==> src/dns_map.vh <==
// Constants for the null-write DMA channel block.
`ifndef DNS_MAP_VH
`define DNS_MAP_VH
`define DNS_MODE_PINGPONG_BIT 1
`define DNS_NULL_WORD 16'h0000
`define DNS_NULL_BYTE 16'h0000
`define DNS_ADDR_W 11
`define DNS_CNT_W 10
`define DNS_DATA_W 16
`define DNS_ZERO_ADDR 11'h000
`define DNS_ZERO_CNT 10'h000
`endif

==> src/dns_chan.v <==
// Single DMA channel with null-data-write mode and transfer start control.
// Summary of operation
// - Null write zero to peripheral on peripheral read.
// - Null write coincides with RAM write.
// - Null write on requested and forced transfers alike.
// - Forced start reads invalid data, advances pointer.
// - No transfer until channel enabled.
// - Enable toggle zeroes count, selects primary.
// - Transfer starts on peripheral request.
// - SPI slave RX request on first data.
// - UART receiver request on received character.
// - Lost UART request restarted by trigger.
// - Trigger cleared only by hardware on completion.
// - Mode 1x ping-pong, 0x continuous.
// - Trigger during pending request sets both collisions.
`include "dns_map.vh"
module dns_chan (
	input  wire        clk_sys,
	input  wire        rst,
	input  wire        channel_enable,
	input  wire        null_write_select,
	input  wire        dir_ram_to_periph,
	input  wire        size_byte,
	input  wire [1:0]  mode_sel,
	input  wire        one_shot,
	input  wire [9:0]  block_count,
	input  wire [10:0] primary_buffer_offset,
	input  wire [10:0] secondary_buffer_offset,
	input  wire        force_set,
	input  wire        periph_req,
	input  wire        coll_clear,
	input  wire [15:0] periph_rdata,
	input  wire [15:0] ram_rdata,
	input  wire        out_ready,
	output reg         force_pending,
	output reg         ram_write_collision_flag,
	output reg         periph_write_collision_flag,
	output reg         periph_req_ack,
	output reg         out_valid,
	output reg         out_ram_we,
	output reg  [10:0] out_ram_addr,
	output reg  [15:0] out_ram_wdata,
	output reg         out_periph_we,
	output reg  [15:0] out_periph_wdata,
	output reg         out_periph_byte,
	output reg         out_periph_re,
	output reg         out_ram_re,
	output reg         active_secondary,
	output reg         block_done
);
	// Synchronised copies of the peripheral request and its served mask.
	reg        req_s1_q;
	reg        req_s2_q;
	reg        req_seen_q;
	wire       req_live;
	reg        en_q;
	reg [9:0]  count_q;
	reg [10:0] ptr_q;
	// Two-entry buffer storage for bus beats.
	reg        b_we_q [0:1];
	reg [10:0] b_ad_q [0:1];
	reg [15:0] b_wd_q [0:1];
	reg        b_pwe_q [0:1];
	reg [15:0] b_pwd_q [0:1];
	reg        b_by_q [0:1];
	reg        b_pre_q [0:1];
	reg        b_rre_q [0:1];
	reg        wr_q;
	reg        rd_q;
	reg [1:0]  fill_q;
	wire       buf_ready;
	wire       pop;
	wire       chan_live;
	wire       fire;
	wire       coll_any;
	wire       last;
	wire [10:0] base;

	// Selects the start offset of the active buffer.
	function [10:0] dns_base;
		input        sec;
		input [10:0] a;
		input [10:0] b;
		begin
			dns_base = sec ? b : a;
		end
	endfunction

	assign buf_ready = (fill_q != 2'd2);
	assign pop       = out_valid & out_ready;
	assign chan_live = en_q & channel_enable;
	assign coll_any  = ram_write_collision_flag | periph_write_collision_flag;
	// A transfer fires on a request or a trigger, stalled by a full buffer.
	assign fire      = chan_live & ~coll_any & buf_ready & (req_live | force_pending);
	// A request already served is masked until its line drops through the synchroniser.
	assign req_live  = req_s2_q & ~req_seen_q;
	assign last      = (count_q == block_count);
	assign base      = dns_base(active_secondary, primary_buffer_offset, secondary_buffer_offset);

	// Request synchroniser.
	always @(posedge clk_sys) begin
		if (rst) begin
			req_s1_q <= 1'b0;
			req_s2_q <= 1'b0;
			req_seen_q <= 1'b0;
		end else begin
			req_s1_q <= periph_req;
			req_s2_q <= req_s1_q;
			// Without this mask the synchroniser delay would refire one request.
			if (!req_s2_q) begin
				req_seen_q <= 1'b0;
			end else if (fire & req_live) begin
				req_seen_q <= 1'b1;
			end
		end
	end

	// Channel state: enable edge, count, pointer, buffer choice, trigger and flags.
	always @(posedge clk_sys) begin
		if (rst) begin
			en_q <= 1'b0;
			count_q <= `DNS_ZERO_CNT;
			ptr_q <= `DNS_ZERO_ADDR;
			active_secondary <= 1'b0;
			force_pending <= 1'b0;
			ram_write_collision_flag <= 1'b0;
			periph_write_collision_flag <= 1'b0;
			periph_req_ack <= 1'b0;
			block_done <= 1'b0;
		end else begin
			en_q <= channel_enable;
			periph_req_ack <= fire & req_live;
			block_done <= fire & last;
			if (channel_enable & ~en_q) begin
				count_q <= `DNS_ZERO_CNT;
				ptr_q <= primary_buffer_offset;
				active_secondary <= 1'b0;
			end else if (fire) begin
				if (last) begin
					count_q <= `DNS_ZERO_CNT;
					// Ping-pong alternates buffers, continuous returns to primary.
					if (mode_sel[`DNS_MODE_PINGPONG_BIT]) begin
						active_secondary <= ~active_secondary;
						ptr_q <= active_secondary ? primary_buffer_offset : secondary_buffer_offset;
					end else begin
						active_secondary <= 1'b0;
						ptr_q <= primary_buffer_offset;
					end
				end else begin
					count_q <= count_q + 10'd1;
					ptr_q <= ptr_q + (size_byte ? 11'd1 : 11'd2);
				end
			end
			// The trigger clears only when its forced transfer completes.
			if (force_set & req_live) begin
				force_pending <= force_pending;
			end else if (fire & ~req_live) begin
				force_pending <= 1'b0;
			end else if (force_set & chan_live) begin
				force_pending <= 1'b1;
			end
			// A trigger against a pending request sets both flags; set beats clear.
			if (force_set & req_live) begin
				ram_write_collision_flag <= 1'b1;
				periph_write_collision_flag <= 1'b1;
			end else if (coll_clear) begin
				ram_write_collision_flag <= 1'b0;
				periph_write_collision_flag <= 1'b0;
			end
			if (one_shot & fire & last & mode_sel[`DNS_MODE_PINGPONG_BIT] & active_secondary) begin
				en_q <= 1'b0;
			end
		end
	end

	// Buffer write and read pointers with occupancy.
	always @(posedge clk_sys) begin
		if (rst) begin
			wr_q <= 1'b0;
			rd_q <= 1'b0;
			fill_q <= 2'd0;
		end else begin
			if (fire) wr_q <= ~wr_q;
			if (pop) rd_q <= ~rd_q;
			fill_q <= fill_q + {1'b0, fire} - {1'b0, pop};
		end
	end

	// Loads one bus beat; null write rides with the RAM write.
	always @(posedge clk_sys) begin
		if (fire) begin
			b_ad_q[wr_q]  <= ptr_q;
			b_by_q[wr_q]  <= size_byte;
			if (dir_ram_to_periph) begin
				b_we_q[wr_q]  <= 1'b0;
				b_wd_q[wr_q]  <= `DNS_NULL_WORD;
				b_rre_q[wr_q] <= 1'b1;
				b_pre_q[wr_q] <= 1'b0;
				b_pwe_q[wr_q] <= 1'b1;
				b_pwd_q[wr_q] <= ram_rdata;
			end else begin
				b_we_q[wr_q]  <= 1'b1;
				b_wd_q[wr_q]  <= periph_rdata;
				b_rre_q[wr_q] <= 1'b0;
				b_pre_q[wr_q] <= 1'b1;
				b_pwe_q[wr_q] <= null_write_select;
				b_pwd_q[wr_q] <= size_byte ? `DNS_NULL_BYTE : `DNS_NULL_WORD;
			end
		end
	end

	// Registered output stage presenting the head of the buffer.
	always @(posedge clk_sys) begin
		if (rst) begin
			out_valid <= 1'b0;
			out_ram_we <= 1'b0;
			out_ram_addr <= `DNS_ZERO_ADDR;
			out_ram_wdata <= `DNS_NULL_WORD;
			out_periph_we <= 1'b0;
			out_periph_wdata <= `DNS_NULL_WORD;
			out_periph_byte <= 1'b0;
			out_periph_re <= 1'b0;
			out_ram_re <= 1'b0;
		end else begin
			if (!out_valid || pop) begin
				out_valid <= (fill_q != 2'd0) && !(pop && fill_q == 2'd1) && !(!out_valid && 1'b0);
			end
			out_ram_we       <= b_we_q[rd_q ^ pop];
			out_ram_addr     <= b_ad_q[rd_q ^ pop];
			out_ram_wdata    <= b_wd_q[rd_q ^ pop];
			out_periph_we    <= b_pwe_q[rd_q ^ pop];
			out_periph_wdata <= b_pwd_q[rd_q ^ pop];
			out_periph_byte  <= b_by_q[rd_q ^ pop];
			out_periph_re    <= b_pre_q[rd_q ^ pop];
			out_ram_re       <= b_rre_q[rd_q ^ pop];
		end
	end
endmodule

==> config.mk <==
export PLATFORM = sky130hd
export DESIGN_NAME = dns_chan
export DESIGN_NICKNAME = d
export VERILOG_FILES = /design/src/dns_chan.v
export VERILOG_INCLUDE_DIRS = /design/src
export SDC_FILE = /design/constraint.sdc
export NUM_CORES = 1
export LEC_CHECK = 0
export ABC_AREA = 0
export BUFFER_PORTS_ARGS = -buffer_cell sky130_fd_sc_hd__buf_2
export CELL_PAD_IN_SITES_DETAIL_PLACEMENT = 1
export CELL_PAD_IN_SITES_GLOBAL_PLACEMENT = 2
export CORE_UTILIZATION = 28
export DETAILED_ROUTE_END_ITERATION = 10
export PLACE_DENSITY = 0.62
export SLEW_MARGIN = 15
export SYNTH_ARGS = -nofsm -noshare
export SYNTH_HDL_FRONTEND = slang
export SYNTH_SLANG_ARGS = --single-unit
==> constraint.sdc <==
create_clock -name clk_sys -period 8.8 [get_ports clk_sys]
set_input_delay 0.44 -clock clk_sys [delete_from_list [all_inputs] [get_ports clk_sys]]
set_output_delay 0.44 -clock clk_sys [all_outputs]
set_load 0.02 [all_outputs]
# Yosys cells after proc, flatten, opt, wreduce, memory -nomap -nowiden

Memories as Yosys holds them, arrays and structs flattened. A register that Yosys moved wholly into a read port is not among the register bits.
Cells that the tools add are included.
W data, S select, Z words.

RAM bits: 96
Register bits after elaboration: 35
Memories kept: 8
Input bits: 77
Logic and storage cells: 103

Equal/unequal tests: 3
Add/subtract/negate cells: 4
Muxes and demuxes: 26
Reductions and logical operators: 14
Bitwise logic cells: 33

Memories:

| name        | depth | width | read ports | clocked after Yosys merged registers in | write ports | RTL line      | RTL |
|---|---|---|---|---|---|---|---|
| b_pwd_q     | 2     | 16    | 1          | 1                                       | 1           | dns_chan.v:64 | `reg [15:0] b_pwd_q [0:1];` |
| b_wd_q      | 2     | 16    | 1          | 1                                       | 1           | dns_chan.v:62 | `reg [15:0] b_wd_q [0:1];` |
| b_ad_q      | 2     | 11    | 1          | 1                                       | 1           | dns_chan.v:61 | `reg [10:0] b_ad_q [0:1];` |
| b_by_q      | 2     | 1     | 1          | 1                                       | 1           | dns_chan.v:65 | `reg b_by_q [0:1];` |
| b_pre_q     | 2     | 1     | 1          | 1                                       | 1           | dns_chan.v:66 | `reg b_pre_q [0:1];` |
| b_pwe_q     | 2     | 1     | 1          | 1                                       | 1           | dns_chan.v:63 | `reg b_pwe_q [0:1];` |
| +2 memories | n/a   | n/a   | n/a        | n/a                                     | n/a         | n/a           |  |

Operators by type and width:

| cell                    | count |
|---|---|
| $mux W11                | 5 |
| $mux W16                | 2 |
| $mux W1                 | 17 |
| $and A1 B1 Y1           | 16 |
| $add A11 B2 Y11         | 1 |
| $add A10 B1 Y10 const B | 1 |
| $eq A10 B10 Y1          | 1 |
| $mux W10                | 1 |
| $not A1 Y1              | 9 |
| $reduce_bool A2 Y1      | 4 |
| $or A1 B1 Y1            | 7 |
| $reduce_or A2 Y1        | 3 |
| $reduce_and A2 Y1       | 2 |
| $add A2 B1 Y2           | 1 |
| $eq A2 B1 Y1 const B    | 1 |
| $logic_and A1 B1 Y1     | 2 |
| $logic_not A1 Y1        | 2 |
| $mux W2                 | 1 |
| $ne A2 B2 Y1 const B    | 1 |
| $sub A2 B1 Y2           | 1 |
| $logic_or A1 B1 Y1      | 1 |
| $xor A1 B1 Y1           | 1 |

# Logic depth before layout (Yosys ltp)

Gate-level depths: netlist (run 1).

Depth after elaboration: 9
Mapped depth: 11
Depth with buffers taken out: 9

# Least setup slack after synthesis (run 1)

Ideal clock, no wire load.

Path kind: input to register
Start: in channel_enable
End: mem b_pre_q[0] (enable)
Library setup time: 0.427 ns
Path slack: 5.641 ns
Cell stages on the path: 6
Arrival time: 2.732 ns
Cells stage by stage: and2_1 o2111a_4 inv_1 buf_2 buf_2 nor2_1

Longest elaborated chain between the ends: 7
Elaborated cells on any way between the ends: 9
Classes of those cells: 4 x mux; 5 x bitwise

RTL lines:

| element                           | RTL line                       | RTL |
|---|---|---|
| start: declaration                | dns_chan.v:20                  | `input wire channel_enable,` |
| $and A1 B1 Y1 (*)                 | dns_chan.v:91                  | `assign chan_live = en_q & channel_enable;` |
| $and A1 B1 Y1 (*) (3 in series)   | dns_chan.v:94                  | `assign fire = chan_live & ~coll_any & buf_ready & (req_live \| force_pending);` |
| $mux W1                           | dns_chan.v:191                 | `if (fire) begin` |
| $mux W1 (on tied branches)        | dns_chan.v:198, dns_chan.v:205 |  |
| $or A1 B1 Y1 (no source line) (*) | n/a                            |  |
| end: declaration                  | dns_chan.v:66                  |  |

Mark *: on every way between the ends. The rest lies on a longest branch, timed or not.

# Worst setup path in the final report (run 1)

Start: reg req_s2_q
End: mem b_wd_q[0][0] (enable)

Longest elaborated chain between the ends: 6
Elaborated cells on any way between the ends: 8
Classes of those cells: 4 x mux; 4 x bitwise

RTL lines:

| element                           | RTL line       | RTL |
|---|---|---|
| start: declaration                | dns_chan.v:53  | `reg req_s2_q;` |
| start signal: assignment          | dns_chan.v:108 | `req_s2_q <= req_s1_q;` |
| $and A1 B1 Y1 (*)                 | dns_chan.v:96  | `assign req_live = req_s2_q & ~req_seen_q;` |
| $or A1 B1 Y1 (*)                  | dns_chan.v:94  |  |
| $and A1 B1 Y1 (*)                 | dns_chan.v:94  |  |
| $mux W1                           | dns_chan.v:191 |  |
| $mux W1 (on tied branches)        | n/a            |  |
| $or A1 B1 Y1 (no source line) (*) | n/a            |  |
| end: declaration                  | dns_chan.v:62  |  |

Marks and branches as above.

==> results of run 1 <==
cell usage in the layout, fill, tap and decap left out, types with 2 or more instances in the layout:
| master | instances |
|---|---|
| sky130_fd_sc_hd__buf_2 | 130 |
| sky130_fd_sc_hd__nand2_1 | 122 |
| sky130_fd_sc_hd__edfxtp_1 | 94 |
| sky130_fd_sc_hd__dfxtp_1 | 82 |
| sky130_fd_sc_hd__a21oi_1 | 60 |
| sky130_fd_sc_hd__nor2b_1 | 22 |
| sky130_fd_sc_hd__and2_1 | 19 |
| sky130_fd_sc_hd__nand3_1 | 18 |
| sky130_fd_sc_hd__clkbuf_16 | 17 |
| sky130_fd_sc_hd__xor2_1 | 13 |
| sky130_fd_sc_hd__mux2i_1 | 11 |
| sky130_fd_sc_hd__nor2_1 | 10 |
| sky130_fd_sc_hd__inv_1 | 8 |
| sky130_fd_sc_hd__and3_1 | 8 |
| sky130_fd_sc_hd__a31oi_1 | 8 |
| sky130_fd_sc_hd__o21ai_0 | 8 |
| sky130_fd_sc_hd__xnor2_1 | 8 |
| sky130_fd_sc_hd__nor4_1 | 8 |
| sky130_fd_sc_hd__nor3_1 | 7 |
| sky130_fd_sc_hd__inv_8 | 7 |
| sky130_fd_sc_hd__nand4_1 | 5 |
| sky130_fd_sc_hd__ha_1 | 5 |
| sky130_fd_sc_hd__buf_4 | 5 |
| sky130_fd_sc_hd__nand2b_1 | 4 |
| sky130_fd_sc_hd__or3_1 | 4 |
| sky130_fd_sc_hd__nand4b_1 | 4 |
| sky130_fd_sc_hd__o221ai_1 | 4 |
| sky130_fd_sc_hd__or4_1 | 3 |
| sky130_fd_sc_hd__clkinvlp_4 | 3 |
| sky130_fd_sc_hd__nand3b_1 | 2 |
| sky130_fd_sc_hd__and4_1 | 2 |
| sky130_fd_sc_hd__a311o_1 | 2 |
| sky130_fd_sc_hd__a211o_1 | 2 |
| sky130_fd_sc_hd__o211ai_1 | 2 |
| sky130_fd_sc_hd__nor3b_1 | 2 |
| sky130_fd_sc_hd__clkinv_4 | 2 |
worst max-delay path: cells and delay by family, from the launching register on:
kind	cells	cell delay (ns)
buffers and inverters	1	0.19
and+or+nand+nor	2	1.12
DFF	1	0.36
AOI/OAI and AO/OA	1	0.37
stage by stage:
| stage | hold WS, ns | cells | util (%) | instance area (sq um) | power [mW] |
|---|---|---|---|---|---|
| final | 0.220 | 1052 | 35.3 | 8390 | 1.85 |
| after global placement | 0.430 | 1020 | 32.9 | 7810 | 1.13 |
| after floorplan | 0.414 | 602 | - | 6870 | 1.05 |
| after detailed placement | 0.437 | 1020 | 32.9 | 7810 | 1.14 |
| after global routing | 0.221 | 1052 | 35.3 | 8390 | 1.93 |
| after CTS | 0.199 | 1052 | 35.3 | 8390 | 1.88 |
how the worst max path moves through the flow:
stage / cells past startpoint / end / start / slack (ns)
after floorplan: 6 / b_pre_q[0] / channel_enable / 5.64
after global placement: 5 / b_wd_q[0][4] / channel_enable / 6.06
after detailed placement: 5 / b_wd_q[0][0] / channel_enable / 6.07
after CTS: 4 / b_wd_q[0][0] / req_s2_q / 6.25
after global routing: 4 / b_wd_q[0][0] / req_s2_q / 6.18
final: 4 / b_wd_q[0][0] / req_s2_q / 6.33
flip-flops by register name, indices dropped and copies added, names as in the netlist, 10 cells and up:
signal and flops:
out_periph_wdata 16, b_pwd_q 32, ptr_q 11, out_ram_wdata 16, out_ram_addr 11, b_wd_q 32, b_ad_q 22, count_q 10
metal layers:
metal  up-vias  global-route usage (%)
met5         -                       0
met4         0                    4.40
met3        14                    2.86
met2       109                    24.4
met1      2374                    17.7
li1       2355                       -
report_power, final:
part           switching (mW)  leakage [nW]  total, mW  internal [mW]
clock                   0.349         0.279      0.735          0.386
combinational           0.139          1.46      0.207         0.0673
sequential             0.0151          1.61      0.906          0.891
final cells by class:
type                       count  area share [%]
tap                          319            4.76
clock buffer                  18            5.23
timing repair buffer         135            8.20
sequential                   176            53.2
clock inverter                14            1.71
multi-input combinational    382            26.6
inverter                       8           0.358
cells by family (layout without fill, tap and decap cells):
kind of cell    after synthesis  in the layout  synth area share [%]
mux                          12             12                  1.77
compound gates               91             91                  7.74
xor+xnor                     23             23                  2.93
fa+ha+maj                     6              6                  1.20
flops                       176            176                  65.0
simple gates                250            250                  18.2
buf+inv                      44            175                  3.13
==> flow_summary.ini, run 1 <==
[run_status]
run_status = complete, no violations

[grt]
grt_overflow_total = 0
antenna_found_initial = 0
first_pass_grt_wire_length_um = 26900
first_global_vias = 5125
largest_net_degree_at_the_start_of_global_routing = 85
grt.total_usage_pct = 14.2

[synth]
synth_ff_type = sky130_fd_sc_hd__edfxtp_1
synth_enable_flop_cells = 94
post-synth-top-area-cell = sky130_fd_sc_hd__edfxtp_1
synth.lib_cells_used.distinct = 50
yosys_warnings = 0
netlist_top_cells_count = 122 x sky130_fd_sc_hd__nand2_1, 94 x sky130_fd_sc_hd__edfxtp_1, 82 x sky130_fd_sc_hd__dfxtp_1
yosys-top-cells-area = sky130_fd_sc_hd__edfxtp_1 41%, sky130_fd_sc_hd__dfxtp_1 24%, sky130_fd_sc_hd__nand2_1 6.7%
ys_ff_latch = 176
seq_area_frac_synth_pct = 65.0
synthesis.area_per_instance_sq_um = 11.4
postSynthNetCount = 685
syn_area_sq_um = 6870
synth_top_cell_area_share_pct = 41.1
yosys.cell_count.top_type = sky130_fd_sc_hd__nand2_1
synthesized_instance_count = 602
synth-async-reset-ratio_pct = 0

[route]
highest_layer = met4
drt.antenna.violating_nets = 0
drc_errors = 0
route.detailed.wl_per_inst_um = 16.3
drt-vias-per-instance = 4.61
first_iter_violations = 235
routed_wire_length_um = 17100
met3RoutedLength_um = 752
detail_route.first_pass.iterations = 4
route.vias.total = 4852
routed-wl-met2_um = 8360
wl_met1_um = 7810

[pwr]
power_leakage_nw = 3.35
p_per_area_nw_per_um2 = 220
power.ir.vdd_worst_mv = 0.111

[cells_and_area]
design.final.nets = 803
fillCellCount = 2640
multiInputGateArea_sq_um = 2230
antenna_cells_inserted = 0
drive_above_1_share_pct = 24.8
area_growth_syn_to_layout_pct = 22.2
layout.area.seq_sq_um = 4460

[placed_design]
port_buffers = 130
hpwlAfterDp_um = 11100
gp_congestion = 0.723
setup_ws_pre_cts_ns = 6.07

[die]
die-width_um = 159
die_height_um = 159
design.die.area_sq_um = 25200
initial_utilization_pct = 28.9
ios = 132
fp.coreArea_sq_um = 23800
rows = 56

[cts]
cts_htree_levels = 4
clock_sinks = 176
clock_tree_buf_depth = 2
worst_skew_pair.late_latency_ns = 0.43
cts.reportedPaths.clkPinSlew_ns = 0.07
ctsRootBufferMaster = sky130_fd_sc_hd__clkbuf_16
tritoncts = done
post-cts-setup-buffer-count = 0
cts-hold-fix-buffers = 0
cts_inserted_buffers = 17
post_cts.resized_instances = 0

[timing]
setup_violations = 0
final.period_utilization_pct = 28.1
setup_slack_ns = 6.33
maxClockFrequency_ghz = 0.405
finalHoldViolations = 0
timing_worst_slew_pin_value_ns = 1.14
max_slew_margin_pct = 24.1
final-max-slew-violation-count = 0
final.min_clock_period_ns = 2.47
rsz0062_at_grt = no
setup-tns-final_ns = 0
worst_clock_skew_ns = 0.0140

[worst_setup_path]
cp-start-kind = flop
worstRegToRegCells = 4
crit_required_ns = 8.84
critical_path.max_fanout = 35
timing.critical_path.cells = nor2b_1 > o2111a_4 > inv_1 > nor2_4
reg_to_reg_slack_setup_ns = 6.33
crit_type = flop to flop
slowest_stage = sky130_fd_sc_hd__nor2_4
critical_path_endpoint_category = flop
r2r_end = b_wd_q[0][0]
worstReg2RegStart = req_s2_q
cp.arrival_ns = 2.51
critPathMaxStageDelay_ns = 0.88

[min_path]
hold_removal_path_class = primary input to flop
hold_path.startpoint = periph_req
hold_path_end = req_s1_q
hold_path_depth = 2

[flow_run]
max_cap_viol_count = 0
Power figures use the tool's default switching activity.
==> run 2: changes to the inputs <==
clock period = 2.5 ns   (was 8.8 ns; I/O delays follow)
==> flow_summary.ini, run 2 (synthesized netlist as in run 1, its figures left out) <==
[run_status]
run_status = complete, no violations

[grt]
largest_net_degree_at_the_start_of_global_routing = 61
grt_overflow_total = 0
grt.total_usage_pct = 14.5
first_global_vias = 5241
antenna_found_initial = 0
first_pass_grt_wire_length_um = 27700

[placed_design]
gp_congestion = 0.743
hpwlAfterDp_um = 11400
port_buffers = 130

[worst_setup_path]
critical_path_endpoint_category = flop
slowest_stage = sky130_fd_sc_hd__dlygate4sd3_1
crit_required_ns = 2.84
timing.critical_path.cells = dlygate4sd3_1 > buf_2 > ha_1 > fa_1 > and4_1 > or3b_2 > xnor2_1 > mux2i_1 > a211oi_1
critical_path.max_fanout = 4
crit_type = primary input to flop
critPathMaxStageDelay_ns = 0.51
cp.arrival_ns = 2.50
cp-start-kind = primary input
crit_buf_inv = 2
crit_path_leading_delay_family = simple AND/OR/NAND/NOR gates

[timing]
finalHoldViolations = 0
timing_worst_slew_pin_value_ns = 0.782
final.period_utilization_pct = 86.2
setup_violations = 0
max_slew_margin_pct = 47.8
final.min_clock_period_ns = 2.16
setup-tns-final_ns = 0
whs_ns = 0.0175
rsz0062_at_grt = no
maxClockFrequency_ghz = 0.464
worst_clock_skew_ns = 0.0125
final-max-slew-violation-count = 0

[cts]
cts_inserted_buffers = 17
ctsRootBufferMaster = sky130_fd_sc_hd__clkbuf_16
cts_htree_levels = 4
cts.reportedPaths.clkPinSlew_ns = 0.07
tritoncts = done
worst_skew_pair.late_latency_ns = 0.43
clock_sinks = 176
clock_tree_buf_depth = 2

[pwr]
power_leakage_nw = 3.46
p_per_area_nw_per_um2 = 772
power.ir.vdd_worst_mv = 0.417
report.power.total_mw = 6.67

[die]
initial_utilization_pct = 28.9
fp.coreArea_sq_um = 23800
die-width_um = 159
rows = 56
die_height_um = 159
design.die.area_sq_um = 25200
ios = 132

[cells_and_area]
design.final.nets = 824
largestRegisters = b_pwd_q x32, b_wd_q x32, b_ad_q x22
layout.area.seq_sq_um = 4460
drive_above_1_share_pct = 25.2
area_growth_syn_to_layout_pct = 25.8
mostFrequentLayoutCell = sky130_fd_sc_hd__buf_2
multiInputGateArea_sq_um = 2230
most-common-layout-cells = 130 x sky130_fd_sc_hd__buf_2, 122 x sky130_fd_sc_hd__nand2_1, 94 x sky130_fd_sc_hd__edfxtp_1
fillCellCount = 2627
antenna_cells_inserted = 0

[route]
highest_layer = met4
met3RoutedLength_um = 719
routed-wl-met2_um = 8380
drt-vias-per-instance = 4.61
route.vias.total = 4948
drc_errors = 0
routed_wire_length_um = 17400
first_iter_violations = 229
drt.antenna.violating_nets = 0
detail_route.first_pass.iterations = 4
wl_met1_um = 8220
route.detailed.wl_per_inst_um = 16.3

[min_path]
hold_removal_path_class = primary input to flop

[flow_run]
max_cap_viol_count = 0
## run 2: cell types whose count changed in the layout (fill, tap and decap cells not counted), sizes merged
cell / before / now
buf: 135 / 144
bufinv: 0 / 2
clkinv: 3 / 1
dlygate4sd3: 0 / 12
## run 2: metal layers
layer,vias up,global-route usage [%]
met3,10,3.29
met1,2428,18.7
met2,118,24.6
met4,0,3.71
met5,-,0
li1,2392,-
## run 2: final timing paths
| path | startpoint | to | slack, ns | cells past startpoint |
|---|---|---|---|---|
| max reg2reg | ptr_q[0] | ptr_q[10] | 0.36 | 7 |
| min | periph_rdata[2] | b_wd_q[1][2] | 0.02 | 2 |
| min reg2reg | req_s1_q | req_s2_q | 0.46 | 1 |
| max | size_byte | ptr_q[10] | 0.34 | 9 |
## run 2: layout make-up
cell class,instances,area share (%)
well taps,319,4.62
flip-flops and latches,176,51.6
inverters,8,0.347
repair buffers,156,10.7
multi-input cells,382,25.8
clock inverters,14,1.95
clock buffers,18,4.96
## run 2: repair_timing
item                                   in CTS  in global routing
gates resized for setup                     0                  0
endpoints found under the hold margin      16                  0
setup buffers                               0                  0
hold buffers                               12                  0
## run 2: worst register-to-register path, delay by kind of cell, from the launching register on
| family | cells | cell delay [ns] |
|---|---|---|
| flip-flops | 1 | 0.36 |
| AND/OR/NAND/NOR | 2 | 0.77 |
| multiplexers | 1 | 0.10 |
| XOR/XNOR | 1 | 0.17 |
| adder cells (fa/ha/maj) | 2 | 0.44 |
| AO/OA/AOI/OAI | 1 | 0.23 |
## run 2: where the power goes
part	internal, mW	switching (mW)	total [mW]
logic	0.273	0.500	0.773
clock network	1.51	1.20	2.71
registers	3.14	0.0553	3.19
total	4.92	1.75	6.67
## run 2: through the flow
step           utilization [%]  worst slack [ns]  instances  area (sq um)
6_report                  36.4             0.344       1073          8650
5_1_grt                   36.4             0.185       1073          8650
4_1_cts                   36.4             0.326       1073          8650
3_3_place_gp              33.4             0.409       1029          7930
3_5_place_dp              33.4             0.358       1029          7930
2_1_floorplan                -             0.150        602          6880
==> run 3: changes to the inputs <==
GPL_TIMING_DRIVEN = 0   (was default)
RECOVER_POWER = 50   (was default)
==> flow_summary.ini, run 3 (synthesized netlist as in run 1, its figures left out) <==
[pwr]
switchingPower_mw = 1.73
p_seq_share_pct = 48.4
power.combinational.fraction_pct = 11.4
power.ir.vdd_worst_mv = 0.491
report.power.total_mw = 6.60
power_leakage_nw = 3.27
power.share.switching_pct = 26.2
internal-power_mw = 4.87
clock_power_share_pct = 40.2
p_per_area_nw_per_um2 = 757

[worst_setup_path]
worstRegToRegCells = 11
slowest_stage = sky130_fd_sc_hd__dfxtp_1
cp.arrival_ns = 2.65
crit_buf_inv = 4
timing.critical_path.cells = and2_1 > o2111a_4 > clkinvlp_4 > buf_4 > buf_4 > ha_1 > inv_1 > ha_1 > xnor2_1 > xnor2_1 > nor2_1
r2r_end = fill_q[1]
crit_path_leading_delay_family = buffers and inverters
cp-start-kind = flop
critical_path.max_fanout = 11
worstReg2RegStart = en_q
crit_required_ns = 2.78
crit_type = flop to flop
critical_path_endpoint_category = flop
critPathMaxStageDelay_ns = 0.35
reg_to_reg_slack_setup_ns = 0.14

[cts]
cts_htree_levels = 4
ctsRootBufferMaster = sky130_fd_sc_hd__clkbuf_16
clock_sinks = 176
clock_tree_buf_depth = 2
cts.reportedPaths.clkPinSlew_ns = 0.07
tritoncts = done
cts_inserted_buffers = 17
worst_skew_pair.late_latency_ns = 0.43

[timing]
setup_violations = 0
final.period_utilization_pct = 94.6
final.min_clock_period_ns = 2.36
finalHoldViolations = 0
max_slew_margin_pct = 55.1
maxClockFrequency_ghz = 0.423
whs_ns = 0.0241
final-max-slew-violation-count = 0
timing_worst_slew_pin_value_ns = 0.673
worst_clock_skew_ns = 0.0131

[cells_and_area]
most-common-layout-cells = 122 x sky130_fd_sc_hd__nand2_1, 94 x sky130_fd_sc_hd__edfxtp_1, 82 x sky130_fd_sc_hd__dfxtp_1
drive_above_1_share_pct = 17.0
largestRegisters = b_pwd_q x32, b_wd_q x32, b_ad_q x22
design.final.nets = 858
area_growth_syn_to_layout_pct = 26.9
mostFrequentLayoutCell = sky130_fd_sc_hd__nand2_1

[grt]
grt_overflow_total = 0
largest_net_degree_at_the_start_of_global_routing = 28
first_pass_grt_wire_length_um = 29400
grt.total_usage_pct = 15.9
antenna_found_initial = 2
first_global_vias = 5383

[die]
fp.coreArea_sq_um = 23800
initial_utilization_pct = 28.9
ios = 132
design.die.area_sq_um = 25200
die_height_um = 159
rows = 56
die-width_um = 159

[placed_design]
port_buffers = 130
hpwlAfterDp_um = 13400
gp_congestion = 0.798

[route]
drc_errors = 0
drt-vias-per-instance = 4.59
route.vias.total = 5092
detail_route.first_pass.iterations = 4
routed_wire_length_um = 19100
route.detailed.wl_per_inst_um = 17.2
first_iter_violations = 178
drt.antenna.violating_nets = 0

[min_path]
hold_path_end = b_pwe_q[0]
hold_path_depth = 2
hold_path.startpoint = dir_ram_to_periph
hold_removal_path_class = primary input to flop

[run_status]
run_status = complete, no violations

[flow_run]
max_cap_viol_count = 0
run 3: power by group through the flow:
stage               clock network (mW)  registers, mW  logic (mW)
global placement                     0           3.26       0.755
detailed placement                   0           3.26       0.767
finish                            2.65           3.20       0.756
floorplan                            0           3.34       0.357
CTS                               2.73           3.20       0.797
global route                      2.85           3.21       0.847
run 3: worst max path at each step:
| stage | to | slack (ns) | cells past startpoint | from |
|---|---|---|---|---|
| 4_1_cts | b_pwd_q[1][8] | 0.05 | 7 | en_q |
| 2_1_floorplan | b_pre_q[1] | 0.15 | 3 | force_pending |
| 3_5_place_dp | b_wd_q[0][6] | -0.43 | 6 | req_s2_q |
| 5_1_grt | fill_q[1] | -0.01 | 11 | req_s2_q |
| 6_report | fill_q[1] | 0.14 | 11 | en_q |
| 3_3_place_gp | b_wd_q[1][6] | -0.82 | 4 | req_s2_q |
run 3: cell type report:
cell class / count / area [sq um]
sequential: 176 / 4460
fill: 2701 / 15000
antenna: 3 / 7.51
inverter: 8 / 33.8
multi-input combinational: 383 / 2220
clock buffer: 18 / 429
tap: 319 / 399
buffer: 36 / 190
timing repair buffer: 153 / 812
clock inverter: 14 / 158
run 3: through the flow:
stage / instances / TNS [ns] / instance area [sq um] / util, % / setup slack (ns)
after floorplan: 602 / 0 / 6880 / - / 0.150
after global placement: 1051 / -44.89 / 7930 / 33.4 / -0.822
after detailed placement: 1052 / -22.14 / 7950 / 33.5 / -0.430
after CTS: 1105 / 0 / 8760 / 36.9 / 0.0520
after global routing: 1107 / -0.0159 / 8710 / 36.7 / -0.0113
final: 1110 / 0 / 8720 / 36.7 / 0.136
run 3: what timing repair did:
item	CTS	global route
hold buffers	18	1
cloned	1	0
setup buffers	2	1
pin swaps	1	1
gates resized for setup	7	1
endpoints found under the hold margin	28	1
setup endpoints to repair	107	35
run 3: metal layers:
metal  vias to the layer above  routed length [um]  track usage, %
met1                      2491                8810            19.4
met3                        11                 831            4.46
li1                       2473                   -               -
met4                         0                 116            3.39
met2                       117                9360            27.8
met5                         -                   0               0
run 3: worst reg2reg max path, cell delays in order, from the launching register on:
cell                         delay [ns]
sky130_fd_sc_hd__dfxtp_1           0.35
sky130_fd_sc_hd__and2_1            0.22
sky130_fd_sc_hd__o2111a_4          0.26
sky130_fd_sc_hd__clkinvlp_4        0.10
sky130_fd_sc_hd__buf_4             0.19
sky130_fd_sc_hd__buf_4             0.22
sky130_fd_sc_hd__ha_1              0.29
sky130_fd_sc_hd__inv_1             0.04
sky130_fd_sc_hd__ha_1              0.18
sky130_fd_sc_hd__xnor2_1           0.16
sky130_fd_sc_hd__xnor2_1           0.14
sky130_fd_sc_hd__nor2_1            0.06
